<file path="src/verilog/i2c_hold_params.svh">
`ifndef I2C_HOLD_PARAMS_SVH
`define I2C_HOLD_PARAMS_SVH

// Register byte offsets on the AXI4-Lite bus
`define REG_CTRL_LO 8'h00
`define REG_CTRL_HI 8'h04
`define REG_STATUS 8'h08
`define REG_OWN_ADDR 8'h0C
`define REG_RECEIVE 8'h10
`define REG_TRANSMIT 8'h14
`define REG_INT_STAT 8'h18
`define REG_INT_MASK 8'h1C

// Field positions
`define CTL_ENABLE_BIT 15
`define CTL_RELEASE_BIT 12
`define OPT_OVERWRITE_BIT 4
`define OPT_HOLD_TIME_BIT 3
`define OPT_COLLISION_BIT 2
`define OPT_ADDR_HOLD_BIT 1
`define OPT_DATA_HOLD_BIT 0
`define STAT_COLLISION_BIT 10
`define STAT_OVERFLOW_BIT 6
`define STAT_READ_BIT 2
`define STAT_FULL_BIT 1
`define INT_RX_BIT 0
`define INT_COLLISION_BIT 1
`define INT_HOLD_BIT 2

// Reset values
`define OWN_ADDR_RST 7'h2A
`define OPTIONS_RST 5'h00

// Timing
`define CLK_MHZ 40
`define HOLD_LONG_NS 300
`define HOLD_SHORT_NS 100
`define HOLD_LONG_CYC ((`HOLD_LONG_NS * `CLK_MHZ + 999) / 1000)
`define HOLD_SHORT_CYC ((`HOLD_SHORT_NS * `CLK_MHZ + 999) / 1000)

// Bus answers
`define RESP_OKAY 2'h0
`define RESP_SLVERR 2'h2

`endif

</file>
<file path="src/verilog/i2c_hold_pkg.sv">
package i2c_hold_pkg;

  typedef enum logic [2:0] {
    PH_IDLE, PH_ADDR, PH_ADDR_ACK, PH_RX, PH_RX_ACK, PH_TX, PH_TX_ACK
  } slave_phase_t;

  typedef struct packed {
    logic [2:0] ff;
    logic level;
  } sync_state_t;

  typedef struct packed {
    logic [5:0] cnt;
  } timer_state_t;

  typedef struct packed {
    slave_phase_t phase;
    logic [3:0] bit_cnt;
    logic [7:0] shift;
    logic [7:0] tx_byte;
    logic [7:0] rcv;
    logic [6:0] own_addr;
    logic enable;
    logic clock_release;
    logic [4:0] options;
    logic receive_buffer_full;
    logic ov;
    logic bus_collision_flag;
    logic rw;
    logic acked;
    logic scl_prev;
    logic sda_prev;
    logic sda_want;
    logic sda_low;
    logic [2:0] int_stat;
    logic [2:0] int_mask;
    logic aw_got;
    logic w_got;
    logic [7:0] aw_addr;
    logic [31:0] w_data;
    logic [3:0] w_strb;
    logic bvalid;
    logic [1:0] bresp;
    logic rvalid;
    logic [31:0] rdata;
    logic [1:0] rresp;
  } slave_state_t;

endpackage

</file>
<file path="src/verilog/pin_sync.sv">
`timescale 1ns/1ps
`default_nettype none

module pin_sync (
  // Clock and reset
  input wire logic i_ref_clk,
  input wire logic i_reset,
  // Pin and its clean level
  input wire logic i_pin,
  output logic o_level
);

  i2c_hold_pkg::sync_state_t st_r;
  i2c_hold_pkg::sync_state_t st_nxt;

  // A change counts only once the second and third stage agree
  always_comb begin
    st_nxt = st_r;
    st_nxt.ff = {st_r.ff[1:0], i_pin};
    if (st_r.ff[1] == st_r.ff[2]) begin
      st_nxt.level = st_r.ff[2];
    end
  end

  // The bus idles high, so reset to released
  always_ff @(posedge i_ref_clk or posedge i_reset) begin
    if (i_reset) begin
      st_r <= '1;
    end else begin
      st_r <= st_nxt;
    end
  end

  assign o_level = st_r.level;

endmodule

`default_nettype wire

</file>
<file path="src/verilog/sda_hold_timer.sv">
`timescale 1ns/1ps
`default_nettype none
`include "i2c_hold_params.svh"

module sda_hold_timer #(
  parameter int CNT_W = 6
) (
  // Clock and reset
  input wire logic i_ref_clk,
  input wire logic i_reset,
  // Control
  input wire logic i_start,
  input wire logic i_long,
  output logic o_busy
);

  localparam int LONG_CYC = `HOLD_LONG_CYC;
  localparam int SHORT_CYC = `HOLD_SHORT_CYC;

  if (LONG_CYC >= (1 << CNT_W) || SHORT_CYC < 1) begin : g_bad_width
    $error("sda_hold_timer: CNT_W too small for hold count");
  end

  i2c_hold_pkg::timer_state_t st_r;
  i2c_hold_pkg::timer_state_t st_nxt;

  always_comb begin
    st_nxt = st_r;
    if (i_start) begin
      st_nxt.cnt = i_long ? CNT_W'(LONG_CYC) : CNT_W'(SHORT_CYC);
    end else if (st_r.cnt != '0) begin
      st_nxt.cnt = st_r.cnt - CNT_W'(1);
    end
  end

  always_ff @(posedge i_ref_clk or posedge i_reset) begin
    if (i_reset) begin
      st_r <= '0;
    end else begin
      st_r <= st_nxt;
    end
  end

  assign o_busy = (st_r.cnt != '0);

endmodule

`default_nettype wire

</file>
<file path="src/verilog/i2c_slave_hold.sv">
// Decided for this implementation: the AXI4-Lite register port and the placing of the registers.
`timescale 1ns/1ps
`default_nettype none
`include "i2c_hold_params.svh"

module i2c_slave_hold (
  // Clock and reset
  input wire logic i_ref_clk,
  input wire logic i_reset,
  // I2C pins, open drain
  input wire logic i_scl,
  output logic o_scl,
  output logic o_scl_oe,
  input wire logic i_sda,
  output logic o_sda,
  output logic o_sda_oe,
  // AXI4-Lite write
  input wire logic i_awvalid,
  output logic o_awready,
  input wire logic [7:0] i_awaddr,
  input wire logic i_wvalid,
  output logic o_wready,
  input wire logic [31:0] i_wdata,
  input wire logic [3:0] i_wstrb,
  output logic o_bvalid,
  input wire logic i_bready,
  output logic [1:0] o_bresp,
  // AXI4-Lite read
  input wire logic i_arvalid,
  output logic o_arready,
  input wire logic [7:0] i_araddr,
  output logic o_rvalid,
  input wire logic i_rready,
  output logic [31:0] o_rdata,
  output logic [1:0] o_rresp,
  // Interrupt
  output logic o_irq
);

  i2c_hold_pkg::slave_state_t st_r;
  i2c_hold_pkg::slave_state_t st_nxt;
  logic scl_s;
  logic sda_s;
  logic hold_busy;
  logic scl_rise;
  logic scl_fall;
  logic start_ev;
  logic stop_ev;
  logic byte_end;
  logic accept;
  logic coll_ev;
  logic tx_phase;
  logic [15:0] tx_merge;

  function automatic logic [15:0] merge16(input logic [15:0] old, input logic [31:0] d, input logic [3:0] s);
    merge16 = old;
    if (s[0]) begin
      merge16[7:0] = d[7:0];
    end
    if (s[1]) begin
      merge16[15:8] = d[15:8];
    end
  endfunction

  ////////////////////////////////////////////////////////////////////////////
  pin_sync u_scl_sync (
    .i_ref_clk(i_ref_clk),
    .i_reset(i_reset),
    .i_pin(i_scl),
    .o_level(scl_s)
  );

  pin_sync u_sda_sync (
    .i_ref_clk(i_ref_clk),
    .i_reset(i_reset),
    .i_pin(i_sda),
    .o_level(sda_s)
  );

  sda_hold_timer u_hold (
    .i_ref_clk(i_ref_clk),
    .i_reset(i_reset),
    .i_start(scl_fall),
    .i_long(st_r.options[`OPT_HOLD_TIME_BIT]),
    .o_busy(hold_busy)
  );

  ////////////////////////////////////////////////////////////////////////////
  assign scl_rise = scl_s & ~st_r.scl_prev;
  assign scl_fall = ~scl_s & st_r.scl_prev;
  assign start_ev = st_r.enable & scl_s & st_r.scl_prev & st_r.sda_prev & ~sda_s;
  assign stop_ev = st_r.enable & scl_s & st_r.scl_prev & ~st_r.sda_prev & sda_s;
  assign byte_end = scl_fall && (st_r.bit_cnt == 4'h8);
  // Byte lanes merged outside the process; a call result cannot be part-selected
  assign tx_merge = merge16({8'h00, st_r.tx_byte}, st_r.w_data, st_r.w_strb);
  // Overwrite mode ignores a stale overflow, but never a full buffer
  assign accept = st_r.options[`OPT_OVERWRITE_BIT] ? ~st_r.receive_buffer_full : (~st_r.receive_buffer_full & ~st_r.ov);
  assign tx_phase = (st_r.phase == i2c_hold_pkg::PH_TX) || (st_r.phase == i2c_hold_pkg::PH_ADDR_ACK)
                    || (st_r.phase == i2c_hold_pkg::PH_RX_ACK);
  assign coll_ev = st_r.options[`OPT_COLLISION_BIT] && tx_phase && scl_rise
                   && st_r.sda_want && ~sda_s;

  always_comb begin
    st_nxt = st_r;
    st_nxt.scl_prev = scl_s;
    st_nxt.sda_prev = sda_s;

    // Bus slave: write address and data may arrive in either order
    if (o_awready && i_awvalid) begin
      st_nxt.aw_got = 1'b1;
      st_nxt.aw_addr = i_awaddr;
    end
    if (o_wready && i_wvalid) begin
      st_nxt.w_got = 1'b1;
      st_nxt.w_data = i_wdata;
      st_nxt.w_strb = i_wstrb;
    end
    if (st_r.bvalid && i_bready) begin
      st_nxt.bvalid = 1'b0;
    end
    if (st_r.aw_got && st_r.w_got) begin
      st_nxt.aw_got = 1'b0;
      st_nxt.w_got = 1'b0;
      st_nxt.bvalid = 1'b1;
      st_nxt.bresp = `RESP_OKAY;
      if (st_r.aw_addr[7:2] == `REG_CTRL_LO >> 2) begin
        st_nxt.enable = st_r.w_strb[1] ? st_r.w_data[`CTL_ENABLE_BIT] : st_r.enable;
        st_nxt.clock_release = st_r.w_strb[1] ? st_r.w_data[`CTL_RELEASE_BIT] : st_r.clock_release;
      end else if (st_r.aw_addr[7:2] == `REG_CTRL_HI >> 2) begin
        st_nxt.options = st_r.w_strb[0] ? st_r.w_data[4:0] : st_r.options;
      end else if (st_r.aw_addr[7:2] == `REG_STATUS >> 2) begin
        st_nxt.bus_collision_flag = st_r.bus_collision_flag & ~(st_r.w_strb[1] & st_r.w_data[`STAT_COLLISION_BIT]);
        st_nxt.ov = st_r.ov & ~(st_r.w_strb[0] & st_r.w_data[`STAT_OVERFLOW_BIT]);
      end else if (st_r.aw_addr[7:2] == `REG_OWN_ADDR >> 2) begin
        st_nxt.own_addr = st_r.w_strb[0] ? st_r.w_data[6:0] : st_r.own_addr;
      end else if (st_r.aw_addr[7:2] == `REG_TRANSMIT >> 2) begin
        st_nxt.tx_byte = tx_merge[7:0];
      end else if (st_r.aw_addr[7:2] == `REG_INT_STAT >> 2) begin
        st_nxt.int_stat = st_r.int_stat & ~(st_r.w_data[2:0] & {3{st_r.w_strb[0]}});
      end else if (st_r.aw_addr[7:2] == `REG_INT_MASK >> 2) begin
        st_nxt.int_mask = st_r.w_strb[0] ? st_r.w_data[2:0] : st_r.int_mask;
      end else if (st_r.aw_addr[7:2] != `REG_RECEIVE >> 2) begin
        st_nxt.bresp = `RESP_SLVERR;
      end
    end

    // Bus slave: read side; reading the receive register empties it
    if (st_r.rvalid && i_rready) begin
      st_nxt.rvalid = 1'b0;
    end
    if (o_arready && i_arvalid) begin
      st_nxt.rvalid = 1'b1;
      st_nxt.rresp = `RESP_OKAY;
      st_nxt.rdata = 32'h0000_0000;
      if (i_araddr[7:2] == `REG_CTRL_LO >> 2) begin
        st_nxt.rdata[`CTL_ENABLE_BIT] = st_r.enable;
        st_nxt.rdata[`CTL_RELEASE_BIT] = st_r.clock_release;
      end else if (i_araddr[7:2] == `REG_CTRL_HI >> 2) begin
        st_nxt.rdata[4:0] = st_r.options;
      end else if (i_araddr[7:2] == `REG_STATUS >> 2) begin
        st_nxt.rdata[`STAT_COLLISION_BIT] = st_r.bus_collision_flag;
        st_nxt.rdata[`STAT_OVERFLOW_BIT] = st_r.ov;
        st_nxt.rdata[`STAT_READ_BIT] = st_r.rw;
        st_nxt.rdata[`STAT_FULL_BIT] = st_r.receive_buffer_full;
      end else if (i_araddr[7:2] == `REG_OWN_ADDR >> 2) begin
        st_nxt.rdata[6:0] = st_r.own_addr;
      end else if (i_araddr[7:2] == `REG_RECEIVE >> 2) begin
        st_nxt.rdata[7:0] = st_r.rcv;
        st_nxt.receive_buffer_full = 1'b0;
      end else if (i_araddr[7:2] == `REG_TRANSMIT >> 2) begin
        st_nxt.rdata[7:0] = st_r.tx_byte;
      end else if (i_araddr[7:2] == `REG_INT_STAT >> 2) begin
        st_nxt.rdata[2:0] = st_r.int_stat;
      end else if (i_araddr[7:2] == `REG_INT_MASK >> 2) begin
        st_nxt.rdata[2:0] = st_r.int_mask;
      end else begin
        st_nxt.rresp = `RESP_SLVERR;
      end
    end

    ////////////////////////////////////////////////////////////////////////////
    // Bus engine; hardware events come after software so that they win
    case (st_r.phase)
      i2c_hold_pkg::PH_ADDR, i2c_hold_pkg::PH_RX: begin
        if (scl_rise) begin
          st_nxt.shift = {st_r.shift[6:0], sda_s};
          st_nxt.bit_cnt = st_r.bit_cnt + 4'h1;
        end
        if (byte_end) begin
          if (st_r.phase == i2c_hold_pkg::PH_ADDR && st_r.shift[7:1] != st_r.own_addr) begin
            st_nxt.phase = i2c_hold_pkg::PH_IDLE;
          end else begin
            st_nxt.acked = accept;
            st_nxt.phase = (st_r.phase == i2c_hold_pkg::PH_ADDR) ? i2c_hold_pkg::PH_ADDR_ACK
                                                                 : i2c_hold_pkg::PH_RX_ACK;
            if (st_r.phase == i2c_hold_pkg::PH_ADDR) begin
              st_nxt.rw = st_r.shift[0];
            end
            if (accept) begin
              st_nxt.rcv = st_r.shift;
              st_nxt.receive_buffer_full = 1'b1;
              st_nxt.sda_want = 1'b0;
              st_nxt.int_stat[`INT_RX_BIT] = 1'b1;
            end else begin
              st_nxt.ov = 1'b1;
            end
            if ((st_r.phase == i2c_hold_pkg::PH_ADDR && st_r.options[`OPT_ADDR_HOLD_BIT])
                || (st_r.phase == i2c_hold_pkg::PH_RX && st_r.options[`OPT_DATA_HOLD_BIT])) begin
              st_nxt.clock_release = 1'b0;
              st_nxt.int_stat[`INT_HOLD_BIT] = 1'b1;
            end
          end
        end
      end
      i2c_hold_pkg::PH_ADDR_ACK, i2c_hold_pkg::PH_RX_ACK: begin
        if (scl_fall) begin
          st_nxt.sda_want = 1'b1;
          st_nxt.bit_cnt = 4'h0;
          if (!st_r.acked) begin
            st_nxt.phase = i2c_hold_pkg::PH_IDLE;
          end else if (st_r.phase == i2c_hold_pkg::PH_ADDR_ACK && st_r.rw) begin
            st_nxt.phase = i2c_hold_pkg::PH_TX;
            st_nxt.shift = st_r.tx_byte;
            st_nxt.sda_want = st_r.tx_byte[7];
          end else begin
            st_nxt.phase = i2c_hold_pkg::PH_RX;
          end
        end
      end
      i2c_hold_pkg::PH_TX: begin
        if (scl_rise) begin
          st_nxt.bit_cnt = st_r.bit_cnt + 4'h1;
        end
        if (byte_end) begin
          st_nxt.sda_want = 1'b1;
          st_nxt.phase = i2c_hold_pkg::PH_TX_ACK;
        end else if (scl_fall) begin
          st_nxt.shift = {st_r.shift[6:0], 1'b0};
          st_nxt.sda_want = st_r.shift[6];
        end
      end
      i2c_hold_pkg::PH_TX_ACK: begin
        if (scl_rise) begin
          st_nxt.acked = ~sda_s;
        end
        if (scl_fall) begin
          st_nxt.bit_cnt = 4'h0;
          st_nxt.phase = st_r.acked ? i2c_hold_pkg::PH_TX : i2c_hold_pkg::PH_IDLE;
          st_nxt.shift = st_r.tx_byte;
          st_nxt.sda_want = st_r.acked ? st_r.tx_byte[7] : 1'b1;
        end
      end
      default: begin
        st_nxt.sda_want = 1'b1;
      end
    endcase

    if (coll_ev) begin
      st_nxt.bus_collision_flag = 1'b1;
      st_nxt.int_stat[`INT_COLLISION_BIT] = 1'b1;
    end
    if (start_ev) begin
      st_nxt.phase = i2c_hold_pkg::PH_ADDR;
      st_nxt.bit_cnt = 4'h0;
      st_nxt.sda_want = 1'b1;
    end
    if (coll_ev || stop_ev || !st_r.enable) begin
      st_nxt.phase = i2c_hold_pkg::PH_IDLE;
      st_nxt.sda_want = 1'b1;
    end
    if (!st_r.enable) begin
      st_nxt.clock_release = 1'b1;
    end

    // New SDA level waits out the hold time after each SCL fall
    if (st_nxt.phase == i2c_hold_pkg::PH_IDLE) begin
      st_nxt.sda_low = 1'b0;
    end else if (!hold_busy && !scl_fall) begin
      st_nxt.sda_low = ~st_r.sda_want;
    end
  end

  always_ff @(posedge i_ref_clk or posedge i_reset) begin
    if (i_reset) begin
      st_r <= '0;
      st_r.phase <= i2c_hold_pkg::PH_IDLE;
      st_r.own_addr <= `OWN_ADDR_RST;
      st_r.options <= `OPTIONS_RST;
      st_r.clock_release <= 1'b1;
      st_r.scl_prev <= 1'b1;
      st_r.sda_prev <= 1'b1;
      st_r.sda_want <= 1'b1;
    end else begin
      st_r <= st_nxt;
    end
  end

  ////////////////////////////////////////////////////////////////////////////
  assign o_awready = ~st_r.aw_got & ~st_r.bvalid;
  assign o_wready = ~st_r.w_got & ~st_r.bvalid;
  assign o_bvalid = st_r.bvalid;
  assign o_bresp = st_r.bresp;
  assign o_arready = ~st_r.rvalid;
  assign o_rvalid = st_r.rvalid;
  assign o_rdata = st_r.rdata;
  assign o_rresp = st_r.rresp;
  assign o_irq = |(st_r.int_stat & st_r.int_mask);
  assign o_scl = 1'b0;
  assign o_sda = 1'b0;
  // Stretching is simply the release bit being low
  assign o_scl_oe = ~st_r.clock_release;
  assign o_sda_oe = st_r.sda_low;
endmodule

`default_nettype wire

</file>
<file path="config.mk">
export PLATFORM = sky130hd
export DESIGN_NAME = i2c_slave_hold
export DESIGN_NICKNAME = d
export VERILOG_FILES = /design/src/verilog/i2c_hold_pkg.sv /design/src/verilog/pin_sync.sv /design/src/verilog/sda_hold_timer.sv /design/src/verilog/i2c_slave_hold.sv
export VERILOG_INCLUDE_DIRS = /design/src /design/src/verilog
export SDC_FILE = /design/constraint.sdc
export NUM_CORES = 1
export LEC_CHECK = 0
export ABC_AREA = 1
export ABC_CLOCK_PERIOD_IN_PS = 3900
export BUFFER_PORTS_ARGS = -buffer_cell sky130_fd_sc_hd__buf_2
export CAP_MARGIN = 20
export CORE_ASPECT_RATIO = 1.75
export CORE_UTILIZATION = 25
export CTS_BUF_LIST = sky130_fd_sc_hd__clkbuf_16
export DETAILED_ROUTE_END_ITERATION = 12
export SLEW_MARGIN = 20
export SYNTH_ARGS = -nofsm -noshare
export SYNTH_HDL_FRONTEND = slang
export SYNTH_SLANG_ARGS = --single-unit
</file>
<file path="constraint.sdc">
create_clock -name i_ref_clk -period 3.9 [get_ports i_ref_clk]
set_clock_uncertainty 0.1 [all_clocks]
set_input_delay 0.585 -clock i_ref_clk [delete_from_list [all_inputs] [get_ports i_ref_clk]]
set_output_delay 0.585 -clock i_ref_clk [all_outputs]
set_load 0.03 [all_outputs]
</file>
# --- Yosys cells after proc, flatten, opt, wreduce, memory -nomap -nowiden ---
# Cells that the tools add are included.
word_totals:
  ff_bits: 119
  inputBits: 61
  out_inout_bits: 46
classes:
  add_sub_neg: 2
  n_eq_ne: 49
  mux: 127
  bitwise_logic: 40
  reduce_logical: 56
op_table:
  columns: ["op", "count"]
  rows:
  - ["15-bit case mux with 4 select lines", 1]
  - ["3-bit 2-to-1 mux", 19]
  - ["1-bit 2-to-1 mux", 55]
  - ["6-bit 2-to-1 mux", 8]
  - ["8-bit 2-to-1 mux", 6]
  - ["2-bit 2-to-1 mux", 22]
  - ["6-bit by 3-bit == test with 1-bit output, second input constant", 7]
  - ["35-bit 2-to-1 mux", 1]
  - ["15-bit 2-to-1 mux", 2]
  - ["2-bit inequality test, second input constant", 15]
  - ["5-bit 2-to-1 mux", 5]
  - ["6-bit by 2-bit == test with 1-bit output, second input constant", 4]
  - ["1-bit NOT", 21]
  - ["4-bit inequality test, second input constant", 5]
  - ["4-bit AND reduction", 5]
  - ["2-bit nonzero test", 10]
  - ["1-bit logical AND", 16]
  - ["1-bit AND", 15]
  - ["7-bit 2-to-1 mux", 2]
  - ["7-bit AND reduction", 2]
  - ["6-bit by 1-bit == test with 1-bit output, second input constant", 2]
  - ["6-bit logical NOT", 2]
  - ["12-bit 2-to-1 mux", 1]
  - ["3-bit inequality test, second input constant", 4]
  - ["other kinds (29)", 44]

# --- Logic depth before layout (Yosys ltp) ---
# Gate-level depths: netlist of run 1.
depth:
  ltp_word: 14
  mapped_depth: 13
  mapped_depth_nobuf: 13

# --- By module ---
# A second synthesis of run 1 with hierarchy kept.
hier_totals:
  cells_unflattened: 699
  area_unflattened_um2: 5775.5
by_module_without_submodules:
  columns: ["module", "n_inst", "cells_per_inst", "area_per_inst_um2", "seq_area_each_um2"]
  rows:
  - ["i2c_slave_hold", 1, 635, 5163.7, 2411.1]
  - ["sda_hold_timer", 1, 46, 361.6, 150.1]
  - ["pin_sync", 2, 9, 125.1, 105.1]

# --- Least setup slack after synthesis of run 1 ---
# No wires, ideal clock.
synth_timing:
  kind: "register to register"
  from: "register st_r (netlist bit o_bvalid)"
  to: "register st_r[39] (netlist name)"
  setup_time_ps: 125
  arrival_ps: 1838
  setup_slack_ps: 1837
  stages_incl_launch_ff: 5
  path_buffers: 1
  synth_period_minus_slack_ps: 2063
  path_cell_list: "dfrtp_1 > nor2_1 > nand2_1 > buf_2 > mux2_2"
synth_via:
  elab_chain_len: 3
synth_rtl:
  columns: ["item", "line_no", "text"]
  rows:
  - ["from (decl)", "i2c_slave_hold.sv:40", "i2c_hold_pkg::slave_state_t st_r;"]
  - ["from (signal assigned)", "i2c_slave_hold.sv:294", "st_r <= st_nxt;"]
  - ["1-bit NOT", "i2c_slave_hold.sv:300", "assign o_wready = ~st_r.w_got & ~st_r.bvalid;"]
  - ["1-bit AND", "i2c_slave_hold.sv:300", null]
  - ["via o_wready", "i2c_slave_hold.sv:22", "output logic o_wready,"]
  - ["1-bit logical AND", "i2c_slave_hold.sv:113", "if (o_wready && i_wvalid) begin"]
# The timed path passes the listed nets, and every way through them passes these cells.
# A chain may end at the register's enable or synchronous reset.

# --- Final worst setup path of run 1 ---
layout_timing:
  from: "register st_r[81] (netlist name)"
  to: "register st_r[108] (netlist name)"
layout_via:
  elab_chain_len: 3
layout_rtl:
  columns: ["item", "line_no", "text"]
  rows:
  - ["6-bit by 2-bit == test with 1-bit output, or another cell as far along", "i2c_slave_hold.sv:131", "end else if (st_r.aw_addr[7:2] == `REG_STATUS >> 2) begin"]
  - ["1-bit NOT (no line)", null, null]
  - ["6-bit AND reduction (no line) *", null, null]
# Every way passes the cells marked *; elsewhere a longest branch is shown, timed or not.

==> results of run 1 <==
[per-layer routing]
layer / share of wire / GRT usage
met5: 0 / 0
met4: 0.065 / 0.0936
met3: 0.030 / 0.0197
met2: 0.51 / 0.221
met1: 0.39 / 0.134
[kinds of logic (layout without fill, tap and decap cells)]
logic type,Yosys count,count (layout),synth area share
buf+inv,153,181,0.131
simple gates,276,276,0.225
mux,12,12,0.0235
other cells,1,25,0.000651
flops,110,110,0.481
compound gates,124,124,0.122
fa+ha+maj,5,5,0.00999
xor+xnor,4,4,0.00608
[final timing paths]
path                                              to  slack (ns)
worst max-delay path                       st_r[108]        1.85
worst min-delay path            u_sda_sync.st_nxt[2]        0.23
worst max register to register             st_r[108]        1.85
worst min register to register  u_sda_sync.st_nxt[3]        0.26
max in group asynchronous                  st_r[109]        2.62
min in group asynchronous                  st_r[141]        0.27
[worst reg2reg max path: stages (launching register included)]
cell	delay [ns]
dfrtp_1	0.40
nor3_2	0.29
inv_2	0.09
nor2_4	0.11
inv_2	0.07
nor4_4	0.60
nor2_1	0.09
a21oi_1	0.14
inv_1	0.05
[stage by stage]
step                setup slack (ns)  utilization
CTS                             1.79        0.285
detailed placement              1.74        0.273
finish                          1.85        0.285
floorplan                      0.338            -
global route                    1.69        0.285
global placement                1.77        0.273
[cell type report]
| type | instances | share of cell area |
|---|---|---|
| clock inverters | 7 | 0.00774 |
| inverters | 109 | 0.0651 |
| flip-flops and latches | 110 | 0.429 |
| multi-input cells | 446 | 0.359 |
| well taps | 300 | 0.0581 |
| repair buffers | 56 | 0.0461 |
| clock buffers | 9 | 0.0348 |
[flip-flops by register name, summed over array words and instances (netlist names)]
| signal | flops |
|---|---|
| u_sda_sync.o_level | 1 |
| o_bresp | 1 |
| u_scl_sync.st_nxt | 2 |
| o_bvalid | 1 |
| u_scl_sync.o_level | 1 |
| u_sda_sync.st_r | 1 |
| o_rdata | 11 |
| o_rvalid | 1 |
| u_hold.st_r | 6 |
| st_r | 80 |
| o_rresp | 1 |
| o_sda_oe | 1 |
| u_scl_sync.st_r | 1 |
| u_sda_sync.st_nxt | 2 |
[synth_stat cells (4+ instances only)]
cell type	number
buf_4	38
o21ai_1	11
nor2_4	4
a21oi_1	39
dfstp_2	15
inv_2	13
inv_1	92
dfrtp_1	95
nand4_1	11
o21ai_0	46
o22ai_1	10
nand2_1	143
nand3_1	29
nand2_2	7
mux2_2	12
o21ai_2	10
nor2_1	63
buf_6	4
[power groups by stage]
stage / registers (uW) / clock network (uW) / logic (uW)
4_1_cts: 1590 / 900 / 873
5_1_grt: 1620 / 936 / 967
3_5_place_dp: 1610 / 0 / 869
2_1_floorplan: 1560 / 0 / 683
6_report: 1590 / 866 / 858
3_3_place_gp: 1600 / 0 / 853
==> qor.yml, run 1 <==
synth_edf_count: 0
min_from: "i_sda"
hold_viol: 0
cp-start-kind: "flip-flop"
cts.clk_slew.worst_paths_ns: 0.07
seq_power_share: 0.480
die_h_microns: 203
dpl_cell_area_sq_mm: 0.00619
grt_max_degree: 61
nFillCells: 2498
fin_total_pwr_uw: 3310
vias: 4413
synth_area_per_cell_sq_um: 8.41
die_w_microns: 117
end_kind: "flip-flop"
crit_family: "simple AND/OR/NAND/NOR gates"
crit_cells: 8
grt_pass1_vias: 4338
final_area_sq_mm: 0.00646
final_cells: 1037
tightest_slew_ns: 0.803
post-route-period-util: 0.527
power_frac_clock: 0.261
cp_common_cell: "inv_2"
fin_nets: 796
cp_data_required_time_ns: 4.05
power_density_mw_per_mm2: 513
portBuffers: 54
dominantRegCellSynth: "dfrtp_1"
dp.final_hpwl_microns: 11200
intPower_uw: 2120
gp_congestion: 0.910
p_switching_uw: 1190
synth_cell_types: 46
firstDrtPassIters: 4
relSlewSlack: 0.461
wl_per_cell_microns: 13.5
h-tree-depth: 3
fin_crit_ns: 2.05
sw_frac_of_total: 0.359
hold_buffers: 0
tritoncts: "built"
cp-startpoint: "st_r[81]"
drive_gt1_frac: 0.209
layout_commonest_cell: "nand2_1"
post_cts_buffers: 0
route.antenna.remaining_nets: 0
synth_area_leader_cell: "dfrtp_1"
crit_chain: "nor3_2, inv_2, nor2_4, inv_2, nor4_4, nor2_1, a21oi_1, inv_1"
critPathBufInv: 3
cp_max_fo: 14
mostFrequentLayoutCells: "nand2_1, dfrtp_1, inv_1, nor2_1, buf_2"
dieArea_sq_mm: 0.0237
root_buffer: "clkbuf_16"
whs_ns: 0.229
pin_count: 107
synth_top_area_frac: 0.413
core_area_sq_mm: 0.0227
num_rows: 73
viasPerCell: 4.26
cp_slowest_cell: "nor4_4"
antenna_found_initial: 0
grt_pass1_wl_microns: 22400
yosysWarnings: 0
slowest_delay_ns: 0.60
drtIter0Drc: 192
p_leak_uw: 0.00318
post_cts_resized: 0
clock_tree.buffer_depth: 2
overflow: 0
arrival_ns: 2.20
ys_seq_elements: 110
start_util: 0.254
drc_errors: 0
multiInputGateArea_sq_mm: 0.00232
syn_area_sq_mm: 0.00576
setup_violations: 0
final_max_slew_viol_count: 0
cts.sinks: 110
syn2layout_area_growth_pct: 12.2
drv_cap: 0
hold_depth: 1
fin_setup_tns_ns: 0
share_comb_of_total_power: 0.259
ys_seq_area_frac: 0.481
register_area_sq_mm: 0.00277
hp-class: "in -> reg"
routed_wl_microns: 14000
ys_async_sr_fraction: 1.00
synth_area_leaders: "dfrtp_1, nand2_1, dfstp_2, inv_1, buf_4"
reg2regPathDepth: 8
cts_buffers: 9
grt_setup_unrepaired: "false"
max_freq_ghz: 0.487
critPathKind: "reg -> reg"
r2r_start: "st_r[81]"
clock_latency_ns: 0.35
status: "complete, no violations"
synthCells: 685
antenna_cells: 0
grt.total_usage: 0.126
irDropWorstVdd_v: 0.000185
dpl.cell_count: 1021
No activity file was read; power rests on OpenSTA's default activity.
==> run 2: changes to the inputs <==
--- a/config.mk
+++ b/config.mk
@@ -6,8 +6,8 @@
 export SDC_FILE = /design/constraint.sdc
 export NUM_CORES = 1
 export LEC_CHECK = 0
-export ABC_AREA = 1
-export ABC_CLOCK_PERIOD_IN_PS = 3900
+export ABC_AREA = 0
+export ABC_CLOCK_PERIOD_IN_PS = 1800
 export BUFFER_PORTS_ARGS = -buffer_cell sky130_fd_sc_hd__buf_2
 export CAP_MARGIN = 20
 export CORE_ASPECT_RATIO = 1.75
==> constraint.sdc (replaced) <==
create_clock -name i_ref_clk -period 1.8 [get_ports i_ref_clk]
set_clock_uncertainty 0.1 [all_clocks]
set_input_delay 0.27 -clock i_ref_clk [delete_from_list [all_inputs] [get_ports i_ref_clk]]
set_output_delay 0.27 -clock i_ref_clk [all_outputs]
set_load 0.03 [all_outputs]
==> run 2 against run 1 <==
  * The run now ends with negative setup slack left
  * Power rose by 140%
  * Synthesized cell count shrank 28%
  * Non-clock buffer count increased by 91
  * Area after synthesis fell by 3.0%
  * Die area fell by 3.0%
  * Cell count fell by 12%
  * Clock power increased by 120%
  * Global-route usage is 0.56 points higher
  * Sequential share of layout area decreased by 5.7 points
  * Setup slack worse by 2.0 ns
  * Count of clock-buffer cells in the layout unchanged
  * Critical path depth down 3
  * Critical path type unchanged
  * Largest cell class is now multi-input gates
==> qor.yml, run 2 <==
syn_area_sq_mm: 0.00559
root_buffer: "clkbuf_16"
crit_chain: "and4bb_4, nand3_4, nor3_4, buf_12, mux2_4"
yosys.area_share.simple: 0.145
drive_gt1_frac: 0.472
setup_violations: 35
slowest_delay_ns: 0.55
synth_edf_count: 0
antenna_cells: 0
viasPerCell: 4.47
clock_tree.buffer_depth: 2
power_density_mw_per_mm2: 1070
dpl.cell_count: 882
num_rows: 72
die_h_microns: 200
final_max_slew_viol_count: 0
irDropWorstVdd_v: 0.000819
pin_count: 107
tightest_slew_ns: 0.497
drv_cap: 0
register_area_sq_mm: 0.00278
wl_per_cell_microns: 15.9
cp-start-kind: "flip-flop"
cts.clk_slew.worst_paths_ns: 0.08
synth_area_per_cell_sq_um: 11.4
dieArea_sq_mm: 0.0230
grt_pass1_wl_microns: 22800
yosys.area_share.adder: 0.0103
fin_nets: 680
synth_area_leaders: "dfrtp_1, mux2_2, dfstp_2, buf_4, nand2_1"
fin_total_pwr_uw: 7950
fin_crit_ns: 1.93
synthCells: 492
gp_congestion: 0.823
portBuffers: 54
hp-class: "in -> reg"
tritoncts: "built"
synth_area_leader_cell: "dfrtp_1"
whs_ns: 0.0445
cts.sinks: 110
ys_async_sr_fraction: 1.00
dpl_cell_area_sq_mm: 0.00666
critPathKind: "reg -> reg"
hold_viol: 0
h-tree-depth: 3
yosysMostFrequentCell: "dfrtp_1"
nFillCells: 2239
max_freq_ghz: 0.519
multiInputGateArea_sq_mm: 0.00288
critPathBufInv: 1
synth_top_area_frac: 0.426
grt_pass1_vias: 4208
ys_top_cells_by_count: "dfrtp_1, mux2_2, buf_4, nand2_1, nor2_1"
ys_seq_elements: 110
antenna_found_initial: 0
syn2layout_area_growth_pct: 33.7
post-route-period-util: 1.07
arrival_ns: 2.06
synth_compound_area_frac: 0.105
grt.total_usage: 0.132
regMostFlops: "st_r"
final_area_sq_mm: 0.00747
drc_errors: 0
pre_cts_slack_ns: -0.245
core_area_sq_mm: 0.0220
largest_register_ffs: 80
dp.final_hpwl_microns: 11000
p_leak_uw: 0.00340
grt_max_degree: 56
drtIter0Drc: 223
relSlewSlack: 0.668
firstDrtPassIters: 4
start_util: 0.254
cts_buffers: 9
worst_slack_ns: -0.125
cp_data_required_time_ns: 1.93
synth_top_family_by_area: "simple AND/OR/NAND/NOR gates"
cp_max_fo: 9
synth_xor_area_frac: 0.0188
die_w_microns: 115
clock_latency_ns: 0.35
synth_cell_types: 68
ys_seq_area_frac: 0.496
status: "complete, but fails checks"
grt_setup_unrepaired: "true"
final_cells: 917
vias: 4100
dominantRegCellSynth: "dfrtp_1"
cp_slowest_cell: "dfstp_2"
routed_wl_microns: 14600
crit_family: "simple AND/OR/NAND/NOR gates"
route.antenna.remaining_nets: 0
mostFrequentLayoutCells: "dfrtp_1, buf_4, buf_2, mux2_4, nand2_1"
violations: "negative setup slack"
end_kind: "flip-flop"
yosysWarnings: 0
overflow: 0
synth_mux_area_frac: 0.144
layout_commonest_cell: "dfrtp_1"
[run 2: cell count changes after synthesis, sizes merged, moves of 8 or more]
cell and change:
a21oi -23, o22ai -10, nand2 -116, nor2b +11
nand3 -19, nand4 -9, a21o +8, o21ai -50
clkbuf +11, mux2 +47, a22o +8, nor2 -52
inv -91
[run 2: kinds of logic (layout without fill, tap and decap cells)]
| kind of cell | after synthesis | count (layout) |
|---|---|---|
| XOR/XNOR | 12 | 12 |
| other | 1 | 25 |
| flip-flops | 110 | 110 |
| adder cells (fa/ha/maj) | 5 | 5 |
| multiplexers | 69 | 69 |
| AO/OA/AOI/OAI | 84 | 84 |
| buffers and inverters | 75 | 180 |
| AND/OR/NAND/NOR | 136 | 136 |
[run 2: area by class of cell]
type | count | area share
multi-input combinational | 331 | 0.386
sequential | 110 | 0.372
timing repair buffer | 147 | 0.147
tap | 296 | 0.0496
clock buffer | 9 | 0.0302
inverter | 17 | 0.00905
clock inverter | 7 | 0.00704
[run 2: through the flow]
step	utilization	setup TNS [ns]
floorplan	-	-5.69
finish	0.340	-1.77
global route	0.340	-4.03
detailed placement	0.303	-5.33
CTS	0.330	-2.41
global placement	0.303	-4.93
[run 2: worst paths after layout]
kind / from / cells past startpoint / slack (ns) / end
max: st_r[93] / 5 / -0.13 / st_r[117]
min: i_awaddr[5] / 2 / 0.04 / st_r[79]
max reg2reg: st_r[93] / 5 / -0.13 / st_r[117]
min reg2reg: u_sda_sync.st_nxt[2] / 0 / 0.26 / u_sda_sync.st_nxt[3]
max in group asynchronous: i_reset / 4 / 0.79 / st_r[111]
min in group asynchronous: i_reset / 4 / 0.47 / st_r[122]
[run 2: metal layers]
metal  wire (microns)  global-route usage  vias up
met3              395              0.0190       19
met4              437              0.0649        0
met2             8400               0.252       89
met1             5340               0.139     2056
met5                0                   0        -
li1                 -                   -     1936
[run 2: what timing repair did]
item,4_1_cts,5_1_grt
endpoints found under the hold margin,99,0
resized for setup,43,42
endpoints found under the setup margin,50,59
hold buffers,5,0
buffers inserted,8,8
cloned,0,1
pin swaps,11,12
[run 2: power breakdown]
| group | internal [uW] | switching (uW) | total [uW] |
|---|---|---|---|
| Sequential | 3010 | 621 | 3630 |
| Clock | 947 | 937 | 1880 |
| Combinational | 1320 | 1120 | 2440 |
| Total | 5280 | 2680 | 7950 |
